[src/verilog/csc_pkg.sv]
// Constants and types for the clock source and start-up control block.
// Assumes a single 250 MHz system clock; oscillators arrive as plain pins.
package csc_pkg;
   // APB register byte offsets
   localparam logic [11:0] CTRL_OFS = 12'h000;
   localparam logic [11:0] HALT_OFS = 12'h004;
   localparam logic [11:0] STAT_OFS = 12'h008;
   // CTRL fields
   localparam int CTRL_MODE_LSB = 0;
   localparam int CTRL_SLEN_BIT = 3;
   localparam int CTRL_SLREQ_BIT = 4;
   // STAT fields
   localparam int STAT_SRCSEL_LSB = 0;
   localparam int STAT_STSEL_LSB = 4;
   localparam int STAT_DIV8_BIT = 6;
   localparam int STAT_SRC_LSB = 7;
   localparam int STAT_STATE_LSB = 10;
   localparam int STAT_WAKE_BIT = 13;
   localparam int STAT_RSTN_BIT = 14;
   // Clock domains
   localparam int NUM_DOM = 5;
   localparam int DOM_CPU = 0;
   localparam int DOM_IO = 1;
   localparam int DOM_FLASH = 2;
   localparam int DOM_ASY = 3;
   localparam int DOM_ADC = 4;
   // Cycle counts (watchdog or selected oscillator cycles)
   localparam int CNT_W = 16;
   localparam logic [15:0] TOUT_NONE = 16'h0000;
   localparam logic [15:0] TOUT_SHORT = 16'h0200;
   localparam logic [15:0] TOUT_LONG = 16'h2000;
   localparam logic [15:0] START_258 = 16'h0102;
   localparam logic [15:0] START_1K = 16'h0400;
   localparam logic [15:0] START_16K = 16'h4000;
   localparam logic [15:0] START_LF = 16'h8000;
   localparam logic [15:0] START_EXT = 16'h0006;
   localparam logic [15:0] START_RC = 16'h0006;
   // Fuses: zero means programmed
   localparam logic FUSE_PROG = 1'b0;
   localparam logic [3:0] SRC_SEL_DFLT = 4'h2;
   localparam logic [1:0] START_SEL_DFLT = 2'h2;
   localparam logic DIV8_DFLT = 1'b0;
   localparam logic [2:0] DIV_MAX = 3'h7;
   localparam logic [1:0] SYNC_HOLD = 2'h2;

   typedef enum logic [2:0] {SRC_LP_XTAL, SRC_FS_XTAL, SRC_LF_XTAL, SRC_RC128,
      SRC_RC_CAL, SRC_EXT, SRC_RSVD} csc_src_type;
   typedef enum logic [2:0] {SLP_IDLE, SLP_ADC, SLP_PDOWN, SLP_PSAVE,
      SLP_STBY} csc_sleep_type;
   typedef enum logic [2:0] {ST_HOLD, ST_TOUT, ST_START, ST_RUN, ST_SLEEP,
      ST_WAKE} csc_state_type;
endpackage
[src/verilog/csc_count_if.sv]
// Start/done handshake between the sequencer and one cycle counter.
// Assumes both ends run on mclk.
`timescale 1ns/1ps
interface csc_count_if;
   logic start;
   logic [15:0] load;
   logic busy;
   logic done;
   modport counter (input start, input load, output busy, output done);
   modport ctrl (output start, output load, input busy, input done);
endinterface

[src/verilog/csc_clock_control.sv]
// Clock source select, start-up sequencing and domain gating, APB slave.
// Assumes fuses are static pins and both oscillators are slow pins.
//
// The APB register port and the address map were left to the implementer.
`timescale 1ns/1ps
module csc_clock_control
#(
   parameter logic [15:0] TOUT_LONG_CYC = csc_pkg::TOUT_LONG,
   parameter logic [15:0] START_16K_CYC = csc_pkg::START_16K,
   parameter logic [15:0] START_LF_CYC = csc_pkg::START_LF
)
(
   // Clock and reset
   input wire logic mclk,
   input wire logic nrst,
   // APB slave
   input wire logic [11:0] paddr,
   input wire logic psel,
   input wire logic penable,
   input wire logic pwrite,
   input wire logic [31:0] pwdata,
   output logic [31:0] prdata,
   output logic pready,
   output logic pslverr,
   // Configuration fuses
   input wire logic fuseValid,
   input wire logic [3:0] clockSourceSelect,
   input wire logic [1:0] startupTimeSelect,
   input wire logic divideByEightFuse,
   // Oscillator pins
   input wire logic wdogOsc,
   input wire logic sysOsc,
   // Wake inputs
   input wire logic extIntIn,
   input wire logic serialStartIn,
   input wire logic twoWireAddrIn,
   // Outputs to the core
   output logic coreRstN,
   output logic sysTick,
   output logic [csc_pkg::NUM_DOM-1:0] clkEn
);
   import csc_pkg::*;

   typedef struct packed {
      csc_state_type state;
      logic [1:0] holdCnt;
      logic [6:0] fuseS1;
      logic [6:0] fuseS2;
      logic validS1;
      logic validS2;
      logic [3:0] srcSel;
      logic [1:0] stSel;
      logic div8;
      logic fuseOk;
      csc_sleep_type mode;
      logic sleepEn;
      logic [4:0] haltMask;
      logic wakeFlag;
      logic [2:0] wakeS1;
      logic [2:0] wakeS2;
      logic [2:0] div;
      logic tick;
      logic startT;
      logic startO;
      logic [15:0] loadT;
      logic [15:0] loadO;
      logic rstN;
      logic [31:0] rdata;
      logic slverr;
   } csc_top_state_type;

   csc_top_state_type r;
   csc_top_state_type n;
   logic [6:0] fuseSel;
   logic apbWr;
   logic apbSetup;
   logic sleepGo;
   logic wakeEvt;
   logic [NUM_DOM-1:0] domReq;
   csc_src_type src;
   csc_count_if toutIf();
   csc_count_if oscIf();

   function automatic csc_src_type srcOf(input logic [3:0] c);
      if (c[3])
         srcOf = SRC_LP_XTAL;
      else if (c[3:1] == 3'h3)
         srcOf = SRC_FS_XTAL;
      else if (c[3:1] == 3'h2)
         srcOf = SRC_LF_XTAL;
      else if (c == 4'h3)
         srcOf = SRC_RC128;
      else if (c == 4'h2)
         srcOf = SRC_RC_CAL;
      else if (c == 4'h0)
         srcOf = SRC_EXT;
      else
         srcOf = SRC_RSVD;
   endfunction

   function automatic logic isXtal(input logic [3:0] c);
      isXtal = (srcOf(c) == SRC_LP_XTAL) || (srcOf(c) == SRC_FS_XTAL);
   endfunction

   function automatic logic [15:0] toutOf(input logic [3:0] c, input logic [1:0] u);
      logic [2:0] k;
      k = {c[0], u};
      if (isXtal(c))
      begin
         case (k)
            3'h0, 3'h3, 3'h6: toutOf = TOUT_SHORT;
            3'h1, 3'h4, 3'h7: toutOf = TOUT_LONG_CYC;
            default: toutOf = TOUT_NONE;
         endcase
      end
      else
      begin
         case (u)
            2'h0: toutOf = TOUT_NONE;
            2'h1: toutOf = TOUT_SHORT;
            default: toutOf = TOUT_LONG_CYC;
         endcase
      end
   endfunction

   function automatic logic [15:0] startOf(input logic [3:0] c, input logic [1:0] u);
      logic [2:0] k;
      k = {c[0], u};
      if (isXtal(c))
      begin
         case (k)
            3'h0, 3'h1: startOf = START_258;
            3'h2, 3'h3, 3'h4: startOf = START_1K;
            default: startOf = START_16K_CYC;
         endcase
      end
      else if (srcOf(c) == SRC_EXT)
         startOf = START_EXT;
      else if (srcOf(c) == SRC_LF_XTAL || srcOf(c) == SRC_RSVD)
         startOf = START_LF_CYC;
      else
         startOf = START_RC;
   endfunction

   // Flash always mirrors CPU; converter and timer may run alone
   function automatic logic [4:0] reqOf(input csc_state_type st,
      input csc_sleep_type m, input logic [4:0] h);
      logic [4:0] q;
      q = 5'h00;
      case (st)
         ST_RUN: q = ~h;
         ST_SLEEP:
         begin
            q[DOM_ASY] = (m != SLP_PDOWN) && (m != SLP_STBY);
            q[DOM_ADC] = (m == SLP_IDLE) || (m == SLP_ADC);
            q[DOM_IO] = (m == SLP_IDLE);
         end
         default: q[DOM_ASY] = 1'b1;
      endcase
      q[DOM_FLASH] = q[DOM_CPU];
      return q;
   endfunction

   assign fuseSel = r.validS2 ? r.fuseS2 : {SRC_SEL_DFLT, START_SEL_DFLT, DIV8_DFLT};
   assign apbWr = psel & penable & pwrite;
   assign apbSetup = psel & ~penable;
   assign sleepGo = apbWr && (paddr == CTRL_OFS) && pwdata[CTRL_SLREQ_BIT]
      && pwdata[CTRL_SLEN_BIT];
   // Plain mclk logic, independent of the I/O domain enable
   assign wakeEvt = (|r.wakeS2) && (r.state == ST_SLEEP);
   assign src = srcOf(r.srcSel);
   assign domReq = reqOf(r.state, r.mode, r.haltMask);

   assign toutIf.start = r.startT;
   assign toutIf.load = r.loadT;
   assign oscIf.start = r.startO;
   assign oscIf.load = r.loadO;

   always_comb
   begin
      n = r;
      n.startT = 1'b0;
      n.startO = 1'b0;
      n.fuseS1 = {clockSourceSelect, startupTimeSelect, divideByEightFuse};
      n.fuseS2 = r.fuseS1;
      n.validS1 = fuseValid;
      n.validS2 = r.validS1;
      n.wakeS1 = {twoWireAddrIn, serialStartIn, extIntIn};
      n.wakeS2 = r.wakeS1;
      if (r.div8 == FUSE_PROG)
      begin
         n.div = r.div + 3'h1;
         n.tick = (r.div == DIV_MAX);
      end
      else
      begin
         n.div = 3'h0;
         n.tick = 1'b1;
      end
      case (r.state)
         ST_HOLD:
         begin
            n.holdCnt = r.holdCnt + 2'h1;
            if (r.holdCnt == SYNC_HOLD)
            begin
               n.srcSel = fuseSel[6:3];
               n.stSel = fuseSel[2:1];
               n.div8 = fuseSel[0];
               n.fuseOk = r.validS2;
               n.startT = 1'b1;
               n.loadT = toutOf(fuseSel[6:3], fuseSel[2:1]);
               n.state = ST_TOUT;
            end
         end
         ST_TOUT:
            if (toutIf.done)
            begin
               n.startO = 1'b1;
               n.loadO = startOf(r.srcSel, r.stSel);
               n.state = ST_START;
            end
         ST_START:
            if (oscIf.done)
            begin
               n.rstN = 1'b1;
               n.state = ST_RUN;
            end
         ST_RUN:
            if (sleepGo)
               n.state = ST_SLEEP;
         ST_SLEEP:
            if (wakeEvt)
            begin
               if (r.mode == SLP_PDOWN || r.mode == SLP_PSAVE)
               begin
                  n.startO = 1'b1;
                  n.loadO = startOf(r.srcSel, r.stSel);
                  n.state = ST_WAKE;
               end
               else
                  n.state = ST_RUN;
            end
         ST_WAKE:
            if (oscIf.done)
               n.state = ST_RUN;
         default: n.state = ST_HOLD;
      endcase
      // Sticky wake flag: a new wake beats a software clear
      n.wakeFlag = r.wakeFlag | wakeEvt;
      if (apbWr && paddr == STAT_OFS && pwdata[STAT_WAKE_BIT] && !wakeEvt)
         n.wakeFlag = 1'b0;
      if (apbWr && paddr == CTRL_OFS)
      begin
         n.mode = csc_sleep_type'(pwdata[CTRL_MODE_LSB +: 3]);
         n.sleepEn = pwdata[CTRL_SLEN_BIT];
      end
      else if (apbWr && paddr == HALT_OFS)
         n.haltMask = pwdata[NUM_DOM-1:0];
      // Read data captured in setup so access completes with no wait
      if (apbSetup)
      begin
         n.rdata = 32'h0000_0000;
         n.slverr = 1'b0;
         if (paddr == CTRL_OFS)
         begin
            n.rdata[CTRL_MODE_LSB +: 3] = r.mode;
            n.rdata[CTRL_SLEN_BIT] = r.sleepEn;
         end
         else if (paddr == HALT_OFS)
            n.rdata[NUM_DOM-1:0] = r.haltMask;
         else if (paddr == STAT_OFS)
         begin
            n.rdata[STAT_SRCSEL_LSB +: 4] = r.srcSel;
            n.rdata[STAT_STSEL_LSB +: 2] = r.stSel;
            n.rdata[STAT_DIV8_BIT] = r.div8;
            n.rdata[STAT_SRC_LSB +: 3] = src;
            n.rdata[STAT_STATE_LSB +: 3] = r.state;
            n.rdata[STAT_WAKE_BIT] = r.wakeFlag;
            n.rdata[STAT_RSTN_BIT] = r.rstN;
         end
         else
            n.slverr = 1'b1;
      end
   end

   always_ff @(posedge mclk or negedge nrst)
   begin
      if (!nrst)
      begin
         r <= '0;
         r.srcSel <= SRC_SEL_DFLT;
         r.stSel <= START_SEL_DFLT;
         r.div8 <= 1'b1;
         r.tick <= 1'b1;
      end
      else
         r <= n;
   end

   csc_edge_counter toutCnt (
      .mclk(mclk),
      .nrst(nrst),
      .oscIn(wdogOsc),
      .cnt(toutIf)
   );

   csc_edge_counter oscCnt (
      .mclk(mclk),
      .nrst(nrst),
      .oscIn(sysOsc),
      .cnt(oscIf)
   );

   genvar d;
   generate
      for (d = 0; d < NUM_DOM; d++)
      begin : gateGen
         csc_clock_gate gate (
            .mclk(mclk),
            .nrst(nrst),
            .tick(r.tick),
            .req(domReq[d]),
            .en(clkEn[d])
         );
      end
   endgenerate

   assign prdata = r.rdata;
   assign pready = 1'b1;
   assign pslverr = r.slverr;
   assign coreRstN = r.rstN;
   assign sysTick = r.tick;
endmodule

[src/verilog/csc_clock_gate.sv]
// Glitch-free enable for one clock domain.
// Assumes tick is a single-cycle prescaler strobe on mclk.
`timescale 1ns/1ps
module csc_clock_gate
(
   // Clock and reset
   input wire logic mclk,
   input wire logic nrst,
   // Control
   input wire logic tick,
   input wire logic req,
   // Domain enable
   output logic en
);
   typedef struct packed {
      logic en;
   } csc_gate_state_type;

   csc_gate_state_type r;
   csc_gate_state_type n;

   assign en = r.en;

   // Only moves on a prescaled period boundary, so no short pulse escapes
   always_comb
   begin
      n = r;
      if (tick)
         n.en = req;
   end

   always_ff @(posedge mclk or negedge nrst)
   begin
      if (!nrst)
         r <= '0;
      else
         r <= n;
   end
endmodule

[src/verilog/csc_edge_counter.sv]
// Counts rising edges of an oscillator pin down from a loaded value.
// Assumes the oscillator is well below mclk/2; pin is synchronised here.
`timescale 1ns/1ps
module csc_edge_counter
(
   // Clock and reset
   input wire logic mclk,
   input wire logic nrst,
   // Oscillator pin
   input wire logic oscIn,
   // Sequencer side
   csc_count_if.counter cnt
);
   import csc_pkg::*;

   typedef struct packed {
      logic [1:0] sync;
      logic prev;
      logic [15:0] cnt;
      logic busy;
      logic done;
   } csc_cnt_state_type;

   csc_cnt_state_type r;
   csc_cnt_state_type n;
   logic oscEdge;

   assign oscEdge = r.sync[1] & ~r.prev;
   assign cnt.busy = r.busy;
   assign cnt.done = r.done;

   always_comb
   begin
      n = r;
      n.sync = {r.sync[0], oscIn};
      n.prev = r.sync[1];
      n.done = 1'b0;
      if (cnt.start)
      begin
         n.cnt = cnt.load;
         n.busy = (cnt.load != 16'h0000);
         n.done = (cnt.load == 16'h0000);
      end
      else if (r.busy && oscEdge)
      begin
         n.cnt = r.cnt - 16'h0001;
         if (r.cnt == 16'h0001)
         begin
            n.busy = 1'b0;
            n.done = 1'b1;
         end
      end
   end

   always_ff @(posedge mclk or negedge nrst)
   begin
      if (!nrst)
         r <= '0;
      else
         r <= n;
   end
endmodule

[config.mk]
export PLATFORM = sky130hd
export DESIGN_NAME = csc_clock_control
export DESIGN_NICKNAME = d
export VERILOG_FILES = /design/src/verilog/csc_pkg.sv /design/src/verilog/csc_count_if.sv /design/src/verilog/csc_clock_control.sv /design/src/verilog/csc_clock_gate.sv /design/src/verilog/csc_edge_counter.sv
export SDC_FILE = /design/constraint.sdc
export NUM_CORES = 1
export LEC_CHECK = 0
export BUFFER_PORTS_ARGS = -buffer_cell sky130_fd_sc_hd__buf_2
export CAP_MARGIN = 20
export CORE_MARGIN = 5
export CORE_UTILIZATION = 60
export CTS_BUF_LIST = sky130_fd_sc_hd__clkbuf_8
export CTS_CLUSTER_SIZE = 28
export DETAILED_ROUTE_END_ITERATION = 7
export HOLD_SLACK_MARGIN = 0.05
export MAX_ROUTING_LAYER = met4
export PLACE_DENSITY_LB_ADDON = 0.08
export SLEW_MARGIN = 20
export SYNTH_ARGS = -nofsm -noshare
export SYNTH_HDL_FRONTEND = slang
export SYNTH_SLANG_ARGS = --single-unit
[constraint.sdc]
create_clock -name mclk -period 3.6 [get_ports mclk]
set_input_delay 0.72 -clock mclk [delete_from_list [all_inputs] [get_ports mclk]]
set_output_delay 0.72 -clock mclk [all_outputs]
set_load 0.05 [all_outputs]
==> metrics.csv <==
stage,metric,value,unit
worst_setup_path,crit_buf_inv,1,
synth,avgSynthCellArea,10.8,um2
sta,slew_headroom,54.6,%
worst_setup_path,worstSetupEndpoint,oscCnt.r[14],
worst_setup_path,critPathTopFamily,simple AND/OR/NAND/NOR gates,
cts,holdBufCountCts,0,
worst_setup_path,r2r_start,oscCnt.r[2],
final_layout,fillers,724,
status,outcome,finished clean,
placed_design,hpwl,7130,um
cts,clock_path_buffers,2,
floorplan,rows,35,
cts,post_cts.repair.setup_buffers,0,
cts,cts_num_sinks,121,
sta,grt_setup_unrepaired,false,
synth,yosysSeqAreaShare,55.1,%
floorplan,die_area,11200,um2
final_layout,final_net_count,617,
global_route,grt_pass1_wl,17300,um
worst_setup_path,crit_path_start_kind,flop,
worst_setup_path,crit_arrival,2.65,ns
cts,cts_buffers,17,
run,maxCapViolations,0,
floorplan,dieHeight,106,um
routing,num_vias,3724,
worst_setup_path,critPathLaunch,oscCnt.r[2],
sta,hold_viol_final,0,
synth,synth-edff-count,0,
sta,setup_viol,0,
routing,drt-initial-drc-count,146,
floorplan,fp.coreArea,9110,um2
final_layout,fin_cells,672,
synth,synth_top_area_share,53.2,%
synth,synth_cells,508,
power,seqPwrFrac,49.9,%
cts,h-tree-depth,4,
routing,viasPerCell,5.54,
final_layout,final_area,6100,um2
power,p_sw,0.643,mW
worst_setup_path,cp.required,3.93,ns
final_layout,antennaDiodeCount,0,
floorplan,pin_count,103,
sta,maxSlewViolCount,0,
routing,wl_per_cell,14.8,um
worst_setup_path,cp_slowest_stage_delay,0.62,ns
floorplan,initial_core_util,60.4,%
min_path,hold_class,in2async,
placed_design,finalWeightedCongestion,0.837,
placed_design,port_buffers,58,
sta,fin_skew,0.0121,ns
final_layout,final_common_cell,dfrtp_1,
synth,synth_largest_area_cell,dfrtp_1,
routing,wirelength,9960,um
placed_design,dp.cells,640,
sta,min_period_over_period,64.5,%
power,p_comb_share,3.9,%
cts,cts_root_buf,clkbuf_8,
cts,cts_tree,done,
cts,cts-resized-gates,0,
global_route,grt_overflow,0,
power,p_clk_share,46.2,%
cts,insertion_delay,0.41,ns
power,p_leak,2.94,nW
sta,fmax,430,MHz
final_layout,final_cell_mix,"dfrtp_1, buf_2, nand2_1",
synth,yosys.cell_types.count,55,
worst_setup_path,r2r_end,oscCnt.r[14],
routing,remaining_drc_errors,0,
synth,synth.area.top_cells,"dfrtp_1, buf_4, mux2_2",
power,power,2.77,mW
synth,ys_async_sr_fraction,100,%
worst_setup_path,critPathSlowestCell,or4_2,
global_route,grt_pass1_vias,3712,
synth,ys_seq_elements,121,
routing,antenna_left,0,
cts,clk_pin_slew_worst_paths,0.08,ns
sta,worst_pin_slew,0.681,ns
routing,first_pass_iters,4,
sta,fin_setup_tns,0,ns
worst_setup_path,crit_chain,"inv_1, ha_1, nor3b_1, nand4_1, or4_2, a21oi_1",
synth,syn_area,5510,um2
global_route,grt_use_total,19.8,%
worst_setup_path,crit_cells,6,
worst_setup_path,rrSetupSlack,1.28,ns
worst_setup_path,r2r_cells,6,
synth,ys.flop_type,dfrtp_1,
placed_design,placed_area,5670,um2
final_layout,drive_gt1_share,23.2,%
final_layout,area_growth_syn_to_layout,10.8,%
power,vdd_drop_max,0.296,mV
global_route,antenna_found_initial,0,
floorplan,fp.dieW,106,um
synth,yosys_warnings,0,
sta,fin_crit,2.32,ns
power,switching_share,23.2,%
worst_setup_path,path_max_fanout,5,
final_layout,utilization,66.9,%
power,p_int,2.13,mW
power,powerDensity,454,nW/um2
worst_setup_path,worstSetupPathType,reg2reg,
global_route,grt_max_degree,56,
worst_setup_path,end_kind,flop,
## how the worst min path moves through the flow
stage	endpoint	slack, ns	cells after the start
finish	gateGen[4].gate.en	0.34	1
detailed placement	r[100]	0.33	0
CTS	gateGen[1].gate.en	0.35	1
global route	r[100]	0.36	0
floorplan	oscCnt.n[18]	0.33	0
global placement	toutCnt.n[18]	0.33	0
## cells by family (layout without fill, tap and decap cells)
logic type | after synthesis | count (layout) | synth area share (%)
simple gates | 177 | 177 | 17.1
flops | 121 | 121 | 55.1
compound gates | 86 | 86 | 10.6
buf+inv | 70 | 107 | 7.39
mux | 23 | 23 | 4.61
xor+xnor | 22 | 22 | 3.50
fa+ha+maj | 7 | 7 | 1.59
other cells | 2 | 18 | 0.136
## synth_stat cells, types with 7 or more instances
library cell,number
a21oi_1,18
a22o_1,12
buf_4,38
clkbuf_1,18
dfrtp_1,117
ha_1,7
inv_1,12
mux2_2,19
nand2_1,43
nand3_1,16
nor2_1,40
nor2b_1,8
nor3_1,10
nor4_1,9
o21ai_0,18
o31ai_1,8
or4_1,8
xnor2_1,9
xor2_1,13
## area by class of cell
class / instances / area [um2] / share of cell area, %
inverters: 13 / 48.8 / 0.800
well taps: 111 / 139 / 2.28
flip-flops and latches: 121 / 3030 / 49.7
multi-input cells: 333 / 2130 / 34.9
repair buffers: 62 / 323 / 5.29
clock inverters: 13 / 166 / 2.73
clock buffers: 19 / 262 / 4.29
## metrics by stage
stage	hold slack (ns)	setup WS (ns)
finish	0.335	1.28
global route	0.356	1.08
CTS	0.346	1.25
detailed placement	0.335	1.21
global placement	0.333	1.26
floorplan	0.331	1.53
## metal layers
metal | wire (um) | global-route usage, %
met1 | 4550 | 25.7
met2 | 4630 | 30.1
met4 | 221 | 7.86
met3 | 566 | 5.02
met5 | 0 | -
## power by group through the flow
| stage | logic [mW] | clock network, mW | registers, mW |
|---|---|---|---|
| 6_report | 0.107 | 1.28 | 1.38 |
| 5_1_grt | 0.120 | 1.38 | 1.38 |
| 4_1_cts | 0.109 | 1.31 | 1.38 |
| 3_5_place_dp | 0.109 | 0 | 1.41 |
| 3_3_place_gp | 0.108 | 0 | 1.41 |
| 2_1_floorplan | 0.0727 | 0 | 1.41 |
## sequential cells by signal, summed over array words and instances (netlist names)
signal and cells:
coreRstN 1, gateGen.gate.en 4, n 11, oscCnt.cnt.busy 1, oscCnt.cnt.done 1, oscCnt.n 2
oscCnt.r 17, oscIf.load 6, oscIf.start 1, prdata 15, pslverr 1, r 36
sysTick 1, toutCnt.cnt.busy 1, toutCnt.cnt.done 1, toutCnt.n 2, toutCnt.r 17, toutIf.load 2
toutIf.start 1
Note: power is estimated with default switching activity, not from simulation.
